--- config.mk ---
export PLATFORM = sky130hd
export DESIGN_NAME = tcr_regs
export DESIGN_NICKNAME = d
export VERILOG_FILES = /design/src/common/tcr_pkg.sv /design/src/logic/tcr_cfg_byte.sv /design/src/logic/tcr_regs.sv
export SDC_FILE = /design/constraint.sdc
export NUM_CORES = 1
export LEC_CHECK = 0
export BUFFER_PORTS_ARGS = -buffer_cell sky130_fd_sc_hd__buf_2
export CORE_MARGIN = 10
export CORE_UTILIZATION = 50
export CTS_CLUSTER_DIAMETER = 60
export DETAILED_ROUTE_END_ITERATION = 8
export GPL_TIMING_DRIVEN = 0
export PLACE_DENSITY = 0.87
export SLEW_MARGIN = 20
export SYNTH_ARGS = -nofsm -noshare
export SYNTH_HDL_FRONTEND = slang
export SYNTH_HIERARCHICAL = 1
export SYNTH_SLANG_ARGS = --single-unit
--- constraint.sdc ---
create_clock -name clk_i -period 2.43 [get_ports clk_i]
set_input_delay 0 -clock clk_i [delete_from_list [all_inputs] [get_ports clk_i]]
set_output_delay 0 -clock clk_i [all_outputs]
set_load 0.05 [all_outputs]
--- src/common/tcr_pkg.sv ---
/*
 * Package for the timebase and reference-A configuration bank: register
 * indices, reset values, writable masks, field carriers and bus carriers.
 * Assumes a classic Wishbone master with 32-bit data and byte addresses.
 */
package tcr_pkg;

   // Register count and address widths.
   localparam int TCR_NREG    = 20;
   localparam int TCR_ADR_W   = 14;
   localparam int TCR_IDX_W   = 12;

   // Register indices; the byte address is four times the index.
   localparam logic [11:0] TCR_IDX [TCR_NREG] = '{
      12'h200, 12'h201, 12'h202, 12'h203, 12'h204, 12'h205, 12'h206, 12'h207,
      12'h300, 12'h301, 12'h302, 12'h303, 12'h304, 12'h305, 12'h306, 12'h307,
      12'h308, 12'h309, 12'h30a, 12'h30b};

   // Reset values in the same order.
   localparam logic [7:0] TCR_RST [TCR_NREG] = '{
      8'h08, 8'h09, 8'h0e, 8'h67, 8'h13, 8'h32, 8'h00, 8'h00,
      8'h00, 8'hcf, 8'h00, 8'h00, 8'hc9, 8'he9, 8'h10, 8'h03,
      8'h00, 8'h14, 8'h00, 8'h00};

   // Writable bits; reserved bits stay zero and read as zero.
   localparam logic [7:0] TCR_MASK [TCR_NREG] = '{
      8'hff, 8'h0f, 8'hff, 8'hff, 8'h1f, 8'hff, 8'hff, 8'h0f,
      8'h0b, 8'hff, 8'hff, 8'h0f, 8'hff, 8'hff, 8'hff, 8'hff,
      8'hff, 8'hff, 8'hff, 8'h0f};

   // Positions of each field's lowest byte in the arrays above.
   localparam int TCR_POS_FB_DIV  = 0;
   localparam int TCR_POS_FB_CFG  = 1;
   localparam int TCR_POS_SPER    = 2;
   localparam int TCR_POS_STAB    = 5;
   localparam int TCR_POS_RTYPE   = 8;
   localparam int TCR_POS_RDIV    = 9;
   localparam int TCR_POS_RPER    = 12;
   localparam int TCR_POS_RTOL    = 17;

   // Bit positions inside the feedback config and input type bytes.
   localparam int TCR_BIT_DOUBLER = 0;
   localparam int TCR_BIT_PRESC   = 1;
   localparam int TCR_BIT_XTAL    = 3;
   localparam int TCR_BIT_DIV2    = 3;

   // Read-only status register of the bank itself.
   localparam logic [11:0] TCR_IDX_STATUS = 12'h3f0;
   localparam int TCR_BIT_TOL_OK   = 0;
   localparam int TCR_BIT_RPER_OK  = 1;
   localparam int TCR_BIT_RDIV_OK  = 2;

   // Inner tolerance limits as reciprocal ppm: 10 percent and 2 ppm.
   localparam logic [19:0] TCR_TOL_RECIP_MIN = 20'h0000a;
   localparam logic [19:0] TCR_TOL_RECIP_MAX = 20'h7a120;

   // Classic Wishbone request from the master.
   typedef struct packed {
      logic                 cyc;
      logic                 stb;
      logic                 we;
      logic [TCR_ADR_W-1:0] adr;
      logic [3:0]           sel;
      logic [31:0]          dat;
   } tcr_wb_req_type;

   // Timebase PLL settings as seen by the timebase logic.
   typedef struct packed {
      logic [7:0]  fb_div;
      logic        crystal_oscillator_enable;
      logic [1:0]  timebase_input_prescaler;
      logic        timebase_doubler;
      logic [20:0] period_fs;
      logic [19:0] stability_ms;
   } tcr_sys_cfg_type;

   // Reference input A settings as seen by the monitor and divider.
   typedef struct packed {
      logic [1:0]  logic_type;
      logic        div2_en;
      logic [19:0] r_div;
      logic [39:0] period_fs;
      logic [19:0] lock_tol;
      logic [19:0] lock_tol_eff;
   } tcr_ref_a_cfg_type;

endpackage

--- src/logic/tcr_cfg_byte.sv ---
/*
 * One byte-wide configuration register with a reset value and a mask of
 * writable bits. Assumes the write strobe is already decoded and qualified.
 */
`timescale 1ns/1ps
`default_nettype none

module tcr_cfg_byte #(
   parameter logic [7:0] RST_VAL = 8'h00,
   parameter logic [7:0] WR_MASK = 8'hff
) (
   input  wire logic       clk_i,
   input  wire logic       rst_i,
   input  wire logic       wr_i,
   input  wire logic [7:0] wdat_i,
   output logic      [7:0] q_o
);

   // Reserved bits are forced to zero on reset and on every write.
   always_ff @(posedge clk_i) begin
      if (rst_i) begin
         q_o <= RST_VAL & WR_MASK;
      end else if (wr_i) begin
         q_o <= wdat_i & WR_MASK;
      end
   end

endmodule

`default_nettype wire

--- src/logic/tcr_regs.sv ---
/*
 * Configuration bank for the system timebase PLL and reference input A,
 * reached as a classic Wishbone slave, one byte register per 32-bit word.
 * Assumes one clock and a synchronous active-high reset; consumers of the
 * decoded fields live outside this module.
 */
// Operation
// - Reference-A nominal period is femtoseconds, default near 51.44 ns.
// - Reference-A period is 40 bits over five bytes, top byte bits 39:32.
// - Inner tolerance is reciprocal ppm, used for lock entry, 10 percent to 2 ppm.
// - Inner tolerance is 20 bits; top four bits low in third byte.
// - Timebase stability is 20 bits of milliseconds, top nibble third byte.
// - One byte holds reference-A logic type and divide-by-2 enable.
`timescale 1ns/1ps
`default_nettype none

module tcr_regs (
   input  wire logic                       clk_i,
   input  wire logic                       rst_i,
   input  wire tcr_pkg::tcr_wb_req_type    wb_i,
   output logic                            ack_o,
   output logic [31:0]                     dat_o,
   output tcr_pkg::tcr_sys_cfg_type        sys_cfg_o,
   output tcr_pkg::tcr_ref_a_cfg_type      ref_a_cfg_o,
   output logic                            tol_in_range_o
);
   import tcr_pkg::*;

   logic [TCR_IDX_W-1:0] idx;
   logic [TCR_NREG-1:0]  hit;
   logic                 req;
   logic                 wr_en;
   logic [7:0]           rb [TCR_NREG];
   logic [7:0]           next_rd;
   logic [7:0]           status;
   logic                 tol_ok;
   logic [19:0]          next_tol_eff;

   // Word index from the byte address; the low two bits are ignored.
   assign idx = wb_i.adr[TCR_ADR_W-1:2];

   // A new request is taken only while no answer is standing.
   assign req   = wb_i.cyc & wb_i.stb & ~ack_o;
   assign wr_en = req & wb_i.we & wb_i.sel[0];

   // Address decode against the index table.
   always_comb begin
      for (int i = 0; i < TCR_NREG; i++) begin
         hit[i] = (idx == TCR_IDX[i]);
      end
   end

   // byte order
   // Each register is one instance; index order follows field byte order.
   genvar g;
   generate
      for (g = 0; g < TCR_NREG; g++) begin : g_reg
         tcr_cfg_byte #(
            .RST_VAL (TCR_RST[g]),
            .WR_MASK (TCR_MASK[g])
         ) u_byte (
            .clk_i  (clk_i),
            .rst_i  (rst_i),
            .wr_i   (wr_en & hit[g]),
            .wdat_i (wb_i.dat[7:0]),
            .q_o    (rb[g])
         );
      end
   endgenerate

   // Timebase fields.
   // stability width
   always_comb begin
      sys_cfg_o.fb_div                    = rb[TCR_POS_FB_DIV];
      sys_cfg_o.crystal_oscillator_enable = rb[TCR_POS_FB_CFG][TCR_BIT_XTAL];
      sys_cfg_o.timebase_input_prescaler  = rb[TCR_POS_FB_CFG][TCR_BIT_PRESC +: 2];
      sys_cfg_o.timebase_doubler          = rb[TCR_POS_FB_CFG][TCR_BIT_DOUBLER];
      sys_cfg_o.period_fs    = {rb[TCR_POS_SPER+2][4:0], rb[TCR_POS_SPER+1],
                                rb[TCR_POS_SPER]};
      sys_cfg_o.stability_ms = {rb[TCR_POS_STAB+2][3:0], rb[TCR_POS_STAB+1],
                                rb[TCR_POS_STAB]};
   end

   // Reference A fields.
   // type and divide
   always_comb begin
      ref_a_cfg_o.logic_type = rb[TCR_POS_RTYPE][1:0];
      ref_a_cfg_o.div2_en    = rb[TCR_POS_RTYPE][TCR_BIT_DIV2];
      ref_a_cfg_o.r_div      = {rb[TCR_POS_RDIV+2][3:0], rb[TCR_POS_RDIV+1],
                                rb[TCR_POS_RDIV]};
      ref_a_cfg_o.period_fs  = {rb[TCR_POS_RPER+4], rb[TCR_POS_RPER+3],
                                rb[TCR_POS_RPER+2], rb[TCR_POS_RPER+1],
                                rb[TCR_POS_RPER]};
      ref_a_cfg_o.lock_tol   = {rb[TCR_POS_RTOL+2][3:0], rb[TCR_POS_RTOL+1],
                                rb[TCR_POS_RTOL]};
      ref_a_cfg_o.lock_tol_eff = next_tol_eff;
   end

   // tolerance clamp
   // Out-of-range tolerances are clamped on lock_tol_eff but passed on raw on lock_tol, so
   // lock_tol_eff never carries a window wider than 10 percent or below 2 ppm.
   // The clamped value goes through its own variable so that the output
   // struct keeps a single driving process.
   always_comb begin
      tol_ok = (ref_a_cfg_o.lock_tol >= TCR_TOL_RECIP_MIN)
             & (ref_a_cfg_o.lock_tol <= TCR_TOL_RECIP_MAX);
      if (ref_a_cfg_o.lock_tol < TCR_TOL_RECIP_MIN) begin
         next_tol_eff = TCR_TOL_RECIP_MIN;
      end else if (ref_a_cfg_o.lock_tol > TCR_TOL_RECIP_MAX) begin
         next_tol_eff = TCR_TOL_RECIP_MAX;
      end else begin
         next_tol_eff = ref_a_cfg_o.lock_tol;
      end
   end

   assign tol_in_range_o = tol_ok;

   // Status of the bank itself, read-only.
   always_comb begin
      status                  = 8'h00;
      status[TCR_BIT_TOL_OK]  = tol_ok;
      status[TCR_BIT_RPER_OK] = |ref_a_cfg_o.period_fs;
      status[TCR_BIT_RDIV_OK] = |ref_a_cfg_o.r_div;
   end

   // Read mux; unmapped indices read as zero.
   always_comb begin
      next_rd = 8'h00;
      for (int i = 0; i < TCR_NREG; i++) begin
         if (hit[i]) begin
            next_rd = rb[i];
         end
      end
      if (idx == TCR_IDX_STATUS) begin
         next_rd = status;
      end
   end

   // Registered acknowledge: one cycle after the request, one cycle long.
   always_ff @(posedge clk_i) begin
      if (rst_i) begin
         ack_o <= 1'b0;
      end else begin
         ack_o <= req;
      end
   end

   // Read data is captured with the acknowledge and held until the next one.
   always_ff @(posedge clk_i) begin
      if (rst_i) begin
         dat_o <= 32'h0000_0000;
      end else if (req) begin
         dat_o <= {24'h00_0000, next_rd};
      end
   end

endmodule

`default_nettype wire

==> results of run 1 <==
worst min-delay path by stage:
stage,slack (ns),endpoint,cells after the start,from
2_1_floorplan,0.07,g_reg[11].u_byte/q_o[0]$_SDFFE_PP0P_,1,rst_i
3_3_place_gp,0.48,dat_o[4]$_SDFFE_PP0P_,2,dat_o[4]$_SDFFE_PP0P_
3_5_place_dp,0.49,dat_o[4]$_SDFFE_PP0P_,2,dat_o[4]$_SDFFE_PP0P_
4_1_cts,0.08,dat_o[0]$_SDFFE_PP0P_,5,wb_i[51]
5_1_grt,0.11,g_reg[3].u_byte/q_o[7]$_SDFFE_PP0P_,3,wb_i[7]
6_report,0.09,dat_o[0]$_SDFFE_PP0P_,5,wb_i[51]
cell type report:
type | instances | area (um^2) | area share [%]
multi-input cells | 681 | 4600 | 45.2
clock buffers | 24 | 512 | 5.03
inverters | 5 | 18.8 | 0.185
flip-flops and latches | 145 | 2900 | 28.6
well taps | 216 | 270 | 2.66
plain buffers | 111 | 774 | 7.62
clock inverters | 8 | 75.1 | 0.738
repair buffers | 190 | 1020 | 9.99
tightest hold or removal path, cell delays in order:
cell	delay, ns
buf_2	0.09
nand2_1	0.07
nor2_1	0.11
nor2_1	0.15
a2111oi_2	0.06
where the power goes:
part           leakage [nW]  internal (mW)  switching, mW
Sequential             1.17           2.38       0.000917
Combinational          2.77          0.157          0.402
Clock                 0.292           1.57           1.05
metal layers:
metal,GRT usage (%),wire [um],up-vias
met4,12.1,1170,0
met2,45.6,15200,648
met5,0,0,-
li1,-,-,3663
met3,8.66,4010,118
met1,36.1,13100,3914
sequential cells by signal, summed over array words and instances (netlist names):
register and flops:
dat_o 8, ack_o 1, g.u_byte/q_o 136
cell usage in the layout (no fill, tap or decap), types with 8 or more instances in the layout:
| master | instances |
|---|---|
| buf_2 | 190 |
| dfxtp_1 | 144 |
| nor2_1 | 141 |
| mux2i_1 | 114 |
| buf_4 | 56 |
| conb_1 | 49 |
| a211o_1 | 36 |
| nand2_1 | 33 |
| o21ai_0 | 26 |
| a21oi_1 | 25 |
| nor2b_1 | 24 |
| buf_6 | 22 |
| nor4_1 | 20 |
| clkbuf_1 | 19 |
| nor2b_2 | 18 |
| clkbuf_16 | 18 |
| nor3_1 | 17 |
| o22ai_1 | 14 |
| nand4_1 | 12 |
| and2_1 | 11 |
| or2_2 | 9 |
| a32oi_1 | 8 |
| nand2b_1 | 8 |
metrics by stage:
step                TNS, ns  setup WS (ns)  instance area [um^2]
finish              -0.0834        -0.0232                 10200
global route         -0.764        -0.0964                 10200
CTS                       0        0.00357                 10100
detailed placement    -2.48         -0.173                  9460
global placement      -1.97         -0.139                  9460
floorplan           -0.0447        -0.0224                  8250
cell families (layout without fill, tap and decap cells):
family,after synthesis,in the layout,share of synthesized area (%)
and+or+nand+nor,337,337,22.4
AOI/OAI and AO/OA,170,170,15.4
DFF,145,145,35.9
muxes,125,125,16.3
buffers and inverters,116,338,9.67
other,7,49,0.325
what timing repair did:
| action | in CTS | in global routing |
|---|---|---|
| buffers inserted | 0 | 1 |
| pin swaps | 1 | 2 |
| cloned | 0 | 1 |
| endpoints found under the setup margin | 7 | 37 |
| resized for setup | 9 | 23 |
==> impl_metrics.toml, run 1 <==
[synthesis]
synth_edf_count = 0
ys_ff_latch = 145
synth_area_leaders = "dfxtp_1, mux2i_1, nor2_1, buf_4, a211o_1"
synth_ff_type = "dfxtp_1"
netlist_instances = 900
ys_warn_count = 6
avgSynthCellArea_um2 = 8.99
synth_area_um2 = 8090
yosys.area.top_type = "dfxtp_1"
synth-seq-area-share_pct = 35.9
synthArstFlopShare_pct = 0
synthTopCellsByCount = "dfxtp_1, nor2_1, mux2i_1"
yosysUniqueCellTypes = 73
yosysMostFrequentCell = "dfxtp_1"
synth_top_area_share_pct = 35.9

[floorplan]
die_y_um = 147
coreArea_um2 = 15900
start_util_pct = 50.9
io_pins = 245
die_w_um = 147
rows = 46
die-area_um2 = 21700

[grt]
antenna_found_initial = 0
first_global_vias = 7990
grt_usage_pct = 29.0
grt_pass1_wl_um = 48800
gr-total-overflow = 0
grt_max_degree = 40

[detailed_routing]
first_iter_violations = 1299
post_drt_wl_per_cell_um = 24.2
dr.pass1.iters = 6
vias = 8343
drc = 0
drt-vias-per-instance = 6.05
wl_um = 33500
ant_nets = 0

[finish]
nets = 1206
area_growth_pct = 25.7
final_cells = 1380
fill_cells = 1335
n_antenna_cell = 0
postLayoutCoreUtil_pct = 64.0
layout-drive-gt1-share_pct = 32.6

[placed_design]
dp.cells = 1346
gp_congestion = 1.02
port_buffers = 188
hpwl_um = 23700

[worst_setup_path]
cp_max_fo = 5
worstPathArrival_ns = 2.45
end_kind = "output port"
timing.rr.start = "ack_o$_SDFF_PP0_"
ff2ff_path_depth = 6
crit_chain = "or4_4, o21a_1, o221a_4, clkbuf_16, nor2b_1, buf_2"
worst-path-buf-inv = 2
critPathLaunchType = "flip-flop"
crit_family = "simple AND/OR/NAND/NOR gates"
reg2reg_to = "g_reg[12].u_byte/q_o[6]$_SDFFE_PP1P_"
ff2ff_setup_slack_ns = 0.14
crit_cells = 6
crit_slowest_cell = "or4_4"
slowest_delay_ns = 0.56
crit_type = "flip-flop to output port"
required_ns = 2.43
cp-startpoint = "g_reg[17].u_byte/q_o[1]$_SDFFE_PP0P_"
endpoint = "ref_a_cfg_o[7]"

[clocking]
clock_tree.htree_level_count = 4
cts_buffers = 17
cts_tree = "yes"
clk_latency_ns = 0.44
clock-sinks = 145
ctsRootBufferMaster = "clkbuf_16"
clockBufferDepth = 2
path_clk_slew_ns = 0.06
hold_buffers = 0

[timing]
drv_slew = 0
skew_ns = 0.00715
setup_slack_ns = -0.0232
fin_crit_ns = 2.45
max_freq_mhz = 408
period_share_pct = 101
relSlewSlack_pct = 37.1
hold_slack_ns = 0.0889
setup_violations = 6
hold_viol = 0
worst_slew_pin_slew_ns = 0.920

[run_status]
violations = "setup timing"
status = "finished with violations"

[power_and_ir_drop]
cellPowerDensity_nw_per_um2 = 547
leakage_nw = 4.23
total_power_mw = 5.56
ir_drop_mv = 0.460

[flow_run]
maxCapViolCount = 0

[worst_hold_path]
hp-class = "primary input to flip-flop"
No activity file was read; power rests on OpenSTA's default activity.
==> run 2, diff against run 1 <==
- CORE_MARGIN: 10 -> unset
==> run 2 against run 1 <==
Against the previous run:
- the run now ends clean
- critical path depth is the same
- routed wire length down 5.9%
- hold slack improved by 0.023 ns
- maximum frequency rose by 3.0%
- sequential share of layout area increased by 0.092 points
==> impl_metrics.toml, run 2 (synthesis results as in run 1) <==
[clocking]
clk_latency_ns = 0.43
clock_tree.htree_level_count = 4
path_clk_slew_ns = 0.06
ctsRootBufferMaster = "clkbuf_16"
clock-sinks = 145
cts_tree = "yes"
cts_buffers = 17
hold_buffers = 0
clockBufferDepth = 2

[detailed_routing]
met2RoutedLength_um = 14300
post_drt_wl_per_cell_um = 22.8
dr.max_layer_used = "met4"
met1_length_um = 12700
ant_nets = 0
drt-vias-per-instance = 6.08
vias = 8402
drc = 0
first_iter_violations = 987
dr.pass1.iters = 7
wl_um = 31500
wl_met3_um = 3220

[floorplan]
die_y_um = 129
start_util_pct = 51.1
die-area_um2 = 16700
die_w_um = 129
io_pins = 245
coreArea_um2 = 15800
rows = 46

[placed_design]
hpwl_um = 22100
dp.cells = 1346
gp_congestion = 0.984
port_buffers = 188

[worst_setup_path]
endpoint = "ref_a_cfg_o[13]"
slowest_delay_ns = 0.52
crit_type = "flip-flop to output port"
ff2ff_path_depth = 6
reg2reg_to = "g_reg[7].u_byte/q_o[0]$_SDFFE_PP0P_"
ff2ff_setup_slack_ns = 0.13
timing.rr.start = "ack_o$_SDFF_PP0_"
cp-startpoint = "g_reg[17].u_byte/q_o[0]$_SDFFE_PP0P_"
crit_chain = "or4_1, o21a_1, o221a_4, buf_6, or2_2, buf_4"
crit_slowest_cell = "or4_1"
end_kind = "output port"
required_ns = 2.43
worstPathArrival_ns = 2.38
cp_max_fo = 10
critPathLaunchType = "flip-flop"

[timing]
period_share_pct = 98.0
skew_ns = 0.00558
fin_crit_ns = 2.38
hold_viol = 0
relSlewSlack_pct = 30.0
worst_slew_pin_slew_ns = 1.02
drv_slew = 0
max_freq_mhz = 420
setup_violations = 0
hold_slack_ns = 0.112

[grt]
gr-total-overflow = 0
first_global_vias = 7626
grt_usage_pct = 37.2
antenna_found_initial = 2
grt_max_degree = 40
grt_pass1_wl_um = 45400

[finish]
fill_cells = 1309
final_cell_mix = "buf_2, dfxtp_1, nor2_1, mux2i_1, buf_4"
layout-drive-gt1-share_pct = 32.1
largest-register = "g.u_byte/q_o"
area_growth_pct = 25.3
largest_reg_flops = 136
reg_top3 = "g.u_byte/q_o (136), dat_o (8), ack_o (1)"
layout_commonest_cell = "buf_2"
nets = 1206
final_cells = 1381

[worst_hold_path]
min_path_cells = 3
hp-class = "primary input to flip-flop"

[power_and_ir_drop]
cellPowerDensity_nw_per_um2 = 555
leakage_nw = 4.22
ir_drop_mv = 0.432

[run_status]
status = "completed"

[flow_run]
maxCapViolCount = 0
==> run 2: timing repair <==
action                     in CTS  in global routing
pin swaps                       1                  2
setup endpoints to repair       7                 28
setup buffers                   0                  2
gates resized for setup         7                 11
==> run 2: power by group <==
part	internal (mW)	switching (mW)	leakage (nW)
registers	2.38	0.00160	1.17
clock network	1.67	1.02	0.283
logic	0.157	0.404	2.76
==> run 2: worst min-delay path by stage <==
stage	from	end	slack, ns
after CTS	wb_i[7]	g_reg[2].u_byte/q_o[7]$_SDFFE_PP0P_	0.09
after floorplan	rst_i	g_reg[11].u_byte/q_o[0]$_SDFFE_PP0P_	0.07
after global routing	wb_i[7]	g_reg[3].u_byte/q_o[7]$_SDFFE_PP0P_	0.10
final	wb_i[7]	g_reg[0].u_byte/q_o[7]$_SDFFE_PP0P_	0.11
after global placement	g_reg[3].u_byte/q_o[3]$_SDFFE_PP0P_	g_reg[3].u_byte/q_o[3]$_SDFFE_PP0P_	0.49
after detailed placement	dat_o[4]$_SDFFE_PP0P_	dat_o[4]$_SDFFE_PP0P_	0.49
==> run 2: per-stage QoR <==
step                utilization, %  worst slack (ns)  total power, mW  TNS (ns)  area [um^2]
floorplan                        -           -0.0224             2.79   -0.0447         8250
global placement              59.8            -0.189             2.97     -3.17         9460
detailed placement            59.8            -0.157             2.97     -2.60         9460
CTS                           63.7           0.00989             5.61         0        10100
global route                  64.0           -0.0199             5.76   -0.0358        10100
finish                        64.0            0.0474             5.63         0        10100
==> run 2: area by class of cell <==
type / instances / area, um^2 / area share [%]
diodes: 1 / 2.50 / 0.0247
plain buffers: 111 / 771 / 7.61
clock buffers: 23 / 468 / 4.62
clock inverters: 9 / 131 / 1.30
inverters: 5 / 18.8 / 0.185
multi-input cells: 681 / 4590 / 45.3
flip-flops and latches: 145 / 2900 / 28.7
well taps: 216 / 270 / 2.67
repair buffers: 190 / 980 / 9.67
==> run 2: worst max-delay path: cells and delay by family, from the launching register on <==
family	cells	cell delay, ns
AOI/OAI and AO/OA	2	0.46
and+or+nand+nor	2	0.81
DFF	1	0.35
buffers and inverters	2	0.34
==> run 2: layer usage <==
metal | up-vias | track usage (%)
li1 | 3672 | -
met1 | 3949 | 48.0
met2 | 649 | 58.4
met4 | 0 | 17.9
met5 | - | 0
met3 | 132 | 8.92
